$ cat config.mk
export PLATFORM = sky130hd
export DESIGN_NAME = tcw_timer8
export DESIGN_NICKNAME = d
export VERILOG_FILES = /design/src/hw/tcw_pkg.sv /design/src/hw/tcw_timer8.sv
export SDC_FILE = /design/constraint.sdc
export NUM_CORES = 1
export LEC_CHECK = 0
export BUFFER_PORTS_ARGS = -buffer_cell sky130_fd_sc_hd__buf_2
export CAP_MARGIN = 10
export CORE_ASPECT_RATIO = 0.7
export CORE_MARGIN = 2
export CORE_UTILIZATION = 53
export DETAILED_ROUTE_END_ITERATION = 16
export HOLD_SLACK_MARGIN = 0.15
export PLACE_DENSITY_LB_ADDON = 0.1
export SYNTH_ARGS = -nofsm -noshare
export SYNTH_HDL_FRONTEND = slang
export SYNTH_SLANG_ARGS = --single-unit
$ cat constraint.sdc
create_clock -name sys_clk -period 2.55 [get_ports sys_clk]
set_input_delay 0.51 -clock sys_clk [delete_from_list [all_inputs] [get_ports sys_clk]]
set_output_delay 0.51 -clock sys_clk [all_outputs]
set_load 0.1 [all_outputs]
$ cat src/hw/tcw_pkg.sv
// Shared constants and types for the timer/compare waveform unit
package tcw_pkg;
    // Register byte addresses
    localparam logic [7:0] ADDR_CTRL    = 8'h00;
    localparam logic [7:0] ADDR_COUNT   = 8'h04;
    localparam logic [7:0] ADDR_COMPARE = 8'h08;
    localparam logic [7:0] ADDR_FLAGS   = 8'h0C;
    localparam logic [7:0] ADDR_PORT    = 8'h10;
    // Control register fields
    localparam int CTRL_FORCE_BIT = 7;
    localparam int CTRL_WGM0_BIT  = 6;
    localparam int CTRL_COM_LSB   = 4;
    localparam int CTRL_WGM1_BIT  = 3;
    localparam int CTRL_CS_LSB    = 0;
    // Flag and port register fields
    localparam int FLAG_WRAP_BIT  = 0;
    localparam int FLAG_MATCH_BIT = 1;
    localparam int PORT_DIR_BIT   = 0;
    localparam int PORT_DATA_BIT  = 1;
    // Count extremes and reset values
    localparam logic [7:0] COUNT_MAX    = 8'hFF;
    localparam logic [7:0] COUNT_BOTTOM = 8'h00;
    localparam logic [7:0] RST_BYTE     = 8'h00;
    // Prescaler tap masks (divide by 8, 64, 256, 1024)
    localparam logic [9:0] PRE_MASK_8    = 10'h007;
    localparam logic [9:0] PRE_MASK_64   = 10'h03F;
    localparam logic [9:0] PRE_MASK_256  = 10'h0FF;
    localparam logic [9:0] PRE_MASK_1024 = 10'h3FF;
    // Clock source selections
    localparam logic [2:0] CS_STOP = 3'h0;
    localparam logic [2:0] CS_DIV1 = 3'h1;
    localparam logic [2:0] CS_DIV8 = 3'h2;
    localparam logic [2:0] CS_D64  = 3'h3;
    localparam logic [2:0] CS_D256 = 3'h4;
    localparam logic [2:0] CS_D1K  = 3'h5;
    localparam logic [2:0] CS_EXTF = 3'h6;
    // Output actions
    localparam logic [1:0] ACT_NONE   = 2'h0;
    localparam logic [1:0] ACT_TOGGLE = 2'h1;
    localparam logic [1:0] ACT_CLEAR  = 2'h2;
    localparam logic [1:0] ACT_SET    = 2'h3;

    typedef enum logic [1:0] {
        MODE_NORMAL = 2'h0,
        MODE_PHASE  = 2'h1,
        MODE_CLEAR  = 2'h2,
        MODE_FAST   = 2'h3
    } tcw_mode_t;

    // Whole block state
    typedef struct packed {
        logic [9:0]  pre;
        logic [2:0]  extSync;
        logic        extLvl;
        logic [2:0]  clkSel;
        logic [1:0]  action;
        tcw_mode_t   mode;
        logic [7:0]  cnt;
        logic [7:0]  cmp;
        logic [7:0]  cmpBuf;
        logic        block;
        logic        oc;
        logic        matchFlag;
        logic        wrapFlag;
        logic        pinDir;
        logic        portData;
        logic        pinOut;
        logic        pinOeN;
        logic        pready;
        logic        pslverr;
        logic [31:0] prdata;
    } tcw_state_t;
endpackage : tcw_pkg

$ cat src/hw/tcw_timer8.sv
// Operation
// - A counter write blocks every compare match in the next timer tick.
// - Compare output state keeps its value across waveform mode changes.
// - Output action is not buffered; applies at the first match after writing.
// - System reset clears the compare output state to zero.
// - Nonzero output action replaces port value; direction stays with direction bit.
// - Output action zero leaves compare output unchanged at a match.
// - Force strobe in non-PWM modes applies the action as if matched.
// - Counting follows waveform mode only; action affects only the output.
// - Mode zero always increments, wrapping from 0xFF to 0x00.
// - Mode zero sets wrap flag in the tick the counter becomes zero.
// - Mode 2 clears the counter on a match; compare acts as top.
// - Mode 2 compare writes apply at once; a missed match wraps first.
// - Mode 2 with action 1 toggles the output on every match.
// - Mode 2 sets wrap flag when counting from maximum to 0x00.
// - Mode 3 counts zero up to 0xFF, then clears next tick.
// - Mode 3 sets wrap flag every time it counts from the maximum to 0x00.
// - Mode 3 action two clears at match, sets at restart; three inverts.
// - Mode 3 compare zero gives a spike; compare max gives constant level.
// - Mode 3 action 1 toggles on each match, compare still double buffered.
// - Compare is double buffered at top in PWM modes, direct otherwise.
// - A match sets the match flag; cleared by writing one or acknowledge.
// - A forced match changes only the output, never flag or counter.
// - Clock source zero stops the counter; the CPU still reads and writes it.
//
// The address map and the APB interface to the registers were left to the implementer.
`timescale 1ns/1ps
`default_nettype none
module tcw_timer8
    import tcw_pkg::*;
(
    input  wire logic        sys_clk,
    input  wire logic        rst,
    input  wire logic        psel,
    input  wire logic        penable,
    input  wire logic        pwrite,
    input  wire logic [7:0]  paddr,
    input  wire logic [31:0] pwdata,
    output logic             pready,
    output logic [31:0]      prdata,
    output logic             pslverr,
    input  wire logic        extClkPin,
    input  wire logic        matchAck,
    input  wire logic        wrapAck,
    output logic             pinOut,
    output logic             pinOeN,
    output logic             compareOut,
    output logic             matchFlag,
    output logic             wrapFlag
);
    tcw_state_t s_r;
    tcw_state_t s_nxt;
    logic       setup;
    logic       wrEn;
    logic       tick;
    logic       pwmMode;
    logic       match;
    logic       cntWr;
    logic       cmpWr;
    logic       ctlWr;
    logic       forceHit;
    logic [1:0] newAct;
    logic [7:0] wByte;

    // Bus phase decode
    assign setup   = psel && !penable;
    assign wrEn    = psel && penable && s_r.pready && pwrite;
    assign wByte   = pwdata[7:0];
    assign cntWr   = wrEn && (paddr == ADDR_COUNT);
    assign cmpWr   = wrEn && (paddr == ADDR_COMPARE);
    assign ctlWr   = wrEn && (paddr == ADDR_CTRL);
    assign pwmMode = s_r.mode[0];
    // Compare hit, suppressed for one tick after a counter write
    assign match   = (s_r.cnt == s_r.cmp) && !s_r.block;
    assign newAct  = wByte[CTRL_COM_LSB +: 2];
    // Force only in non-PWM modes, using the action being written
    assign forceHit = ctlWr && wByte[CTRL_FORCE_BIT]
                      && !(wByte[CTRL_WGM0_BIT]);

    // Timer tick from prescaler or filtered external edge
    always_comb
    begin
        case (s_r.clkSel)
            CS_STOP: tick = 1'b0;
            CS_DIV1: tick = 1'b1;
            CS_DIV8: tick = (s_r.pre & PRE_MASK_8) == PRE_MASK_8;
            CS_D64:  tick = (s_r.pre & PRE_MASK_64) == PRE_MASK_64;
            CS_D256: tick = (s_r.pre & PRE_MASK_256) == PRE_MASK_256;
            CS_D1K:  tick = s_r.pre == PRE_MASK_1024;
            CS_EXTF: tick = s_r.extLvl && (s_r.extSync[1] == s_r.extSync[2])
                            && !s_r.extSync[2];
            default: tick = !s_r.extLvl && (s_r.extSync[1] == s_r.extSync[2])
                            && s_r.extSync[2];
        endcase
    end

    // Next state
    always_comb
    begin
        s_nxt         = s_r;
        s_nxt.pre     = s_r.pre + 10'h001;
        s_nxt.extSync = {s_r.extSync[1:0], extClkPin};
        if (s_r.extSync[1] == s_r.extSync[2])
        begin
            s_nxt.extLvl = s_r.extSync[2];
        end
        // Blocking window ends at the next tick
        if (tick)
        begin
            s_nxt.block = 1'b0;
        end
        // Counting sequence, set by mode alone
        if (tick)
        begin
            if (s_r.mode == MODE_CLEAR && match)
            begin
                s_nxt.cnt = COUNT_BOTTOM;
            end
            else
            begin
                s_nxt.cnt = s_r.cnt + 8'h01;
            end
            if (s_r.cnt == COUNT_MAX)
            begin
                s_nxt.wrapFlag = 1'b1;
            end
            if (match)
            begin
                s_nxt.matchFlag = 1'b1;
            end
            // Compare buffer moves in at top in PWM modes
            if (pwmMode && s_r.cnt == COUNT_MAX)
            begin
                s_nxt.cmp = s_r.cmpBuf;
            end
        end
        // Output action at a real match
        if (tick && match)
        begin
            case (s_r.action)
                ACT_TOGGLE: s_nxt.oc = !s_r.oc;
                ACT_CLEAR:  s_nxt.oc = 1'b0;
                ACT_SET:    s_nxt.oc = 1'b1;
                default:    s_nxt.oc = s_r.oc;
            endcase
        end
        // Fast PWM restart at bottom overrides the match
        if (tick && s_r.mode == MODE_FAST && s_r.cnt == COUNT_MAX)
        begin
            if (s_r.action == ACT_CLEAR)
            begin
                s_nxt.oc = 1'b1;
            end
            else if (s_r.action == ACT_SET)
            begin
                s_nxt.oc = 1'b0;
            end
        end
        // Forced match: output only, no flag, no counter effect
        if (forceHit)
        begin
            case (newAct)
                ACT_TOGGLE: s_nxt.oc = !s_r.oc;
                ACT_CLEAR:  s_nxt.oc = 1'b0;
                ACT_SET:    s_nxt.oc = 1'b1;
                default:    s_nxt.oc = s_r.oc;
            endcase
        end
        // Control write; output state untouched by mode change
        if (ctlWr)
        begin
            s_nxt.clkSel = wByte[CTRL_CS_LSB +: 3];
            s_nxt.action = newAct;
            s_nxt.mode   = tcw_mode_t'({wByte[CTRL_WGM1_BIT],
                                        wByte[CTRL_WGM0_BIT]});
        end
        // Counter write wins over counting and arms blocking
        if (cntWr)
        begin
            s_nxt.cnt   = wByte;
            s_nxt.block = 1'b1;
        end
        // Compare write: buffer always, live value when not PWM
        if (cmpWr)
        begin
            s_nxt.cmpBuf = wByte;
            if (!pwmMode)
            begin
                s_nxt.cmp = wByte;
            end
        end
        // Flag clears; a set in the same cycle wins
        if (wrEn && paddr == ADDR_FLAGS)
        begin
            if (wByte[FLAG_MATCH_BIT] && !(tick && match))
            begin
                s_nxt.matchFlag = 1'b0;
            end
            if (wByte[FLAG_WRAP_BIT] && !(tick && s_r.cnt == COUNT_MAX))
            begin
                s_nxt.wrapFlag = 1'b0;
            end
        end
        if (matchAck && !(tick && match))
        begin
            s_nxt.matchFlag = 1'b0;
        end
        if (wrapAck && !(tick && s_r.cnt == COUNT_MAX))
        begin
            s_nxt.wrapFlag = 1'b0;
        end
        if (wrEn && paddr == ADDR_PORT)
        begin
            s_nxt.pinDir   = wByte[PORT_DIR_BIT];
            s_nxt.portData = wByte[PORT_DATA_BIT];
        end
        // Pin override by compare output; direction from direction bit
        s_nxt.pinOut = (s_nxt.action != ACT_NONE) ? s_nxt.oc
                                                  : s_nxt.portData;
        s_nxt.pinOeN = !s_nxt.pinDir;
        // Bus answer: ready in the first access cycle
        s_nxt.pready  = setup;
        s_nxt.pslverr = 1'b0;
        s_nxt.prdata  = 32'h0000_0000;
        if (setup)
        begin
            case (paddr)
                ADDR_CTRL:    s_nxt.prdata[7:0] = {1'b0, s_r.mode[0], s_r.action,
                                                   s_r.mode[1], s_r.clkSel};
                ADDR_COUNT:   s_nxt.prdata[7:0] = s_r.cnt;
                ADDR_COMPARE: s_nxt.prdata[7:0] = s_r.cmpBuf;
                ADDR_FLAGS:   s_nxt.prdata[1:0] = {s_r.matchFlag, s_r.wrapFlag};
                ADDR_PORT:    s_nxt.prdata[1:0] = {s_r.portData, s_r.pinDir};
                default:      s_nxt.pslverr     = 1'b1;
            endcase
        end
    end

    // State register
    always_ff @(posedge sys_clk)
    begin
        if (rst)
        begin
            s_r        <= '0;
            s_r.oc     <= 1'b0;
            s_r.pinOeN <= 1'b1;
            s_r.mode   <= MODE_NORMAL;
            s_r.cnt    <= RST_BYTE;
            s_r.cmp    <= RST_BYTE;
            s_r.cmpBuf <= RST_BYTE;
        end
        else
        begin
            s_r <= s_nxt;
        end
    end

    // Outputs straight from the state register
    assign pready     = s_r.pready;
    assign prdata     = s_r.prdata;
    assign pslverr    = s_r.pslverr;
    assign pinOut     = s_r.pinOut;
    assign pinOeN     = s_r.pinOeN;
    assign compareOut = s_r.oc;
    assign matchFlag  = s_r.matchFlag;
    assign wrapFlag   = s_r.wrapFlag;
endmodule : tcw_timer8
`default_nettype wire

== Yosys cells after proc, flatten, opt, wreduce, memory -nomap -nowiden ==
Cells that the tools add are included.
Widths: inputs -> output; s select.
Word-level totals
  flip-flop bits (word level): 87
  input bits: 48
  output and inout bits: 39
  word-level logic and storage cells: 120
Cells by class
  bitwise logic cells: 1
  equal/unequal tests: 25
  reduce and logical (&&, ||, !) cells: 43
  $add $sub $neg: 2
  mux-type cells: 28
Operator list (number)
  $mux 16: 2
  $mux 8: 4
  $logic_and 1x1->1: 26
  $pmux 6 s3: 1
  $eq 8x4->1 const B: 2
  $eq 8x8->1 const B: 2
  $mux 1: 13
  $eq 2x2->1 const B: 6
  $eq 3x3->1 const B: 4
  $add 10x1->10 const B: 1
  $eq 10x10->1 const B: 1
  $pmux 2 s5: 1
  $logic_not 1->1: 9
  $add 8x1->8 const B: 1
  $eq 8x3->1 const B: 1
  $eq 8x5->1 const B: 1
  $eq 8x8->1: 1
  $logic_not 8->1: 1
  $pmux 1 s7: 1
  $eq 3x2->1 const B: 2
  $eq 6x6->1 const B: 1
  $mux 2: 3
  $pmux 1 s3: 2
  $reduce_or 2->1: 3
  other kinds (8): 10

== Depth between registers and ports, before layout ==
  word-level depth: 11
  mapped depth: 8
  depth with buffers taken out: 8

== Least setup slack after synthesis ==
OpenSTA, ideal clock, no wires.
  path type: reg-to-reg
  from: register s_r (netlist bit pready)
  to: register s_r[55] (netlist name)
  required time: 2.413 ns
  clock period less this slack: 2.402 ns
  path buffers: 1
  slack: 0.148 ns
  cell stages (with the launch flop): 7
  arrival time: 2.265 ns
  library setup time: 0.137 ns
  path through: dfxtp_1 > nand4_1 > nor4_4 > nand3_1 > clkbuf_1 > nor2_1 > a211oi_2
On the way
  word-level cells in the longest chain between the ends: 4
RTL lines
  from (decl): line tcw_timer8.sv:51  | tcw_state_t s_r;
  from (signal assigned): line tcw_timer8.sv:254  | s_r <= s_nxt;
  $logic_and 1x1->1 (2 in series): line tcw_timer8.sv:67  | assign wrEn = psel && penable && s_r.pready && pwrite;
  $logic_and 1x1->1: line tcw_timer8.sv:70  | assign cmpWr = wrEn && (paddr == ADDR_COMPARE);
  $mux 16: line tcw_timer8.sv:184  | if (cmpWr)
Every way passes these cells.
A chain may end at the register's enable or synchronous reset.

== Worst setup path in the final report ==
  from: register s_r[77] (netlist name)
  to: register s_r[60] (netlist name)
On the way
  word-level cells in the longest chain between the ends: 3
  elaborated cells on any way between the ends: 6
  classes of those cells: 4 x eq/ne; 1 x mux; 1 x reduce/logical
RTL lines
  $eq 10x10->1, or another cell as far along: line tcw_timer8.sv:89  | CS_D1K: tick = s_r.pre == PRE_MASK_1024;
  $pmux 1 s7 (*): line tcw_timer8.sv:83  | case (s_r.clkSel)
  $reduce_bool 2->1 (no line) (*)
Mark *: on every way between the ends. The rest lies on a longest branch, timed or not.

==> impl_results.md <==
- Row count: 24
- Clk pwr share: 39.7%
- Power Density: 575 mW/mm2
- Placed cells: 496
- Maxcap violations: 0
- Final worst-path cycle share: 92.6%
- Place WS: 0.197 ns
- GR Overflow Total: 0
- Root Driver: clkbuf_8
- Clock buffer depth: 2
- Async S/R FF share, synth: 0%
- Worst Skew: 0.00986 ns
- Ant diodes: 0
- Worst Min Path Start: extClkPin
- Post-cts gate resize count: 0
- Final critical-path required period: 2.36 ns
- Setup_tns: 0 ns
- Drc violations: 0
- Core region area: 0.00619 mm2
- Main synth FF type: dfxtp_1
- Post-route ant nets: 0
- Sw frac: 30.0%
- R2R depth: 7
- CTS Hold Bufs: 0
- Post-synthesis sequential area ratio: 37.6%
- Layout cells sized above 1: 19.1%
- Hold path depth: 2
- Critical Path RT: 2.80 ns
- Achievable Freq: 423 MHz
- Largest cells by area after synthesis: dfxtp_1 (38%), buf_4 (7.4%), nor2_1 (5.5%)
- Final number of setup-violating endpoints: 0
- Hold Path Class: in2reg
- Leak: 1.51 nW
- Setup ws final: 0.188 ns
- Vias in the first global route: 2466
- Leading cell type in the layout, fill and taps excluded: dfxtp_1
- Final slew viol count: 0
- CP max FO: 8
- Crit path DAT: 2.61 ns
- Via Count: 2882
- Status: finished clean
- GRT Total Usage: 23.4%
- Worst rel slew slack: 63.7%
- Worst slew pin tran: 0.539 ns
- Warnings, synthesis: 0
- Synthesized area per cell: 8.50 um2
- Avg WL per Cell: 15.6 um
- DP HPWL: 5.97 mm
- Largest net degree at the start of global routing: 31
- Routed WL: 8.00 mm
- DIE AREA: 0.00700 mm2
- CTS Sinks: 63
- Hold worst-path end: s_nxt[75]
- Initial drt markers: 169
- Placer's final routability congestion estimate: 0.929
- Skew-Pair Late Insertion Delay: 0.34 ns
- CTS Buf Count: 9
- Chip width: 99.1 um
- Core Util, Final: 59.6%
- Reg-to-Reg Start: s_r[77]
- Post-synth top area share: 37.6%
- Worst R2R End: s_r[60]
- Initial Util: 54.3%
- WS Path Type: reg2reg
- FF+latch count, synth: 63
- Logic pwr share: 13.0%
- Htree depth: 3
- Mapped Cells: 395
- Sw Pwr: 0.636 mW
- First-pass DRT Iterations: 5
- EDFF count, synth: 0
- Post-route non-filler standard cell count: 512
- Setup slack, reg-to-reg: 0.19 ns
- Vias per cell: 5.63
- I/O Buffers: 38
- CP Capture Type: flip-flop
- RSZ-0062 raised after global routing: false
- Antenna violations before repair: 0
- CTS clk-pin slew, worst paths: 0.07 ns
- CTS tree: yes
- Area Overhead vs Synth: 9.80%
- Fin. Hold Viols: 0
- I/O pins: 87
- Post-CTS setup buffer count: 0
- Mapped cell area: 0.00336 mm2
- Final nets: 480
- Layout fillers: 575
- Seq pwr share: 47.3%
- Internal Power: 1.49 mW
- Die Ht: 70.6 um
- Worst hold slack: 0.378 ns
- Yosys top cell by area: dfxtp_1
- Peak supply drop: 0.000353 V
- Netlist cell types: 58
- Startpoint types: flip-flop
- Most frequent cells in the layout: dfxtp_1 (63), nor2_1 (49), nand2_1 (39)
- First-pass GRT wire length: 12.7 mm
power by group through the flow:
stage	clock, mW	sequential [mW]	combinational, mW
5_1_grt	0.905	1.00	0.288
3_3_place_gp	0	1.03	0.275
3_5_place_dp	0	1.02	0.275
4_1_cts	0.857	1.00	0.275
6_report	0.843	1.00	0.276
2_1_floorplan	0	1.03	0.242
metal layers:
layer	vias to the layer above	track usage, %	routed length (um)
met3	9	6.13	711
met2	117	30.8	3070
met5	-	0	0
li1	1410	-	-
met4	0	7.61	99
met1	1346	36.7	4120
per-stage QoR:
stage / cell area (um2) / total power [mW]
CTS: 3690 / 2.14
finish: 3690 / 2.12
floorplan: 3440 / 1.27
global route: 3690 / 2.20
detailed placement: 3500 / 1.30
global placement: 3500 / 1.30
flip-flops by register name, indices dropped and copies added (netlist names):
signal / count
compareOut: 1
matchFlag: 1
pinOeN: 1
pinOut: 1
prdata: 8
pready: 1
pslverr: 1
pwmMode: 1
s_nxt: 2
s_r: 45
wrapFlag: 1
worst max-delay path by stage:
stage | startpoint | end | cells after the start
after floorplan | pready | s_r[55] | 6
after global placement | paddr[1] | s_r[43] | 7
after detailed placement | paddr[1] | s_r[62] | 7
after CTS | s_r[77] | s_r[60] | 7
after global routing | s_r[77] | s_r[60] | 7
final | s_r[77] | s_r[60] | 7
worst max-delay path, cell delays in order, from the launching register on:
cell and delay [ns]:
dfxtp_1 0.37, ha_1 0.20, nand3_1 0.18, nor4_2 0.47, o32ai_2 0.25, a21boi_2 0.39
nand3b_1 0.12, a311oi_1 0.29
area by class of cell:
type / instances / area (um2) / share of cell area (%)
clock buffers: 10 / 128 / 3.46
clock inverters: 6 / 61.3 / 1.66
inverters: 8 / 30.0 / 0.814
multi-input cells: 300 / 1850 / 50.2
flip-flops and latches: 63 / 1260 / 34.2
well taps: 78 / 97.6 / 2.65
repair buffers: 47 / 258 / 6.99
cells in the mapped netlist, drive strengths merged (4+ instances only):
cell    number
a211oi      10
a21oi       33
and2         4
and3         4
buf         37
clkbuf      10
dfxtp       63
inv          8
mux2i       16
nand2       39
nand3       17
nand3b       4
nand4        8
nor2        49
nor2b        8
nor3         9
nor4         6
o21ai       10
or2          4
xnor2        4
xor2        12
cell families (layout without fill, tap and decap cells):
kind of cell,after synthesis,after routing,synth area share [%]
AO/OA/AOI/OAI,77,77,16.0
XOR/XNOR,16,16,4.17
adder cells (fa/ha/maj),3,3,1.12
buffers and inverters,55,71,9.87
flip-flops,63,63,37.6
multiplexers,18,18,6.11
other,1,24,0.112
AND/OR/NAND/NOR,162,162,25.0
(Power assumes the default switching activity.)
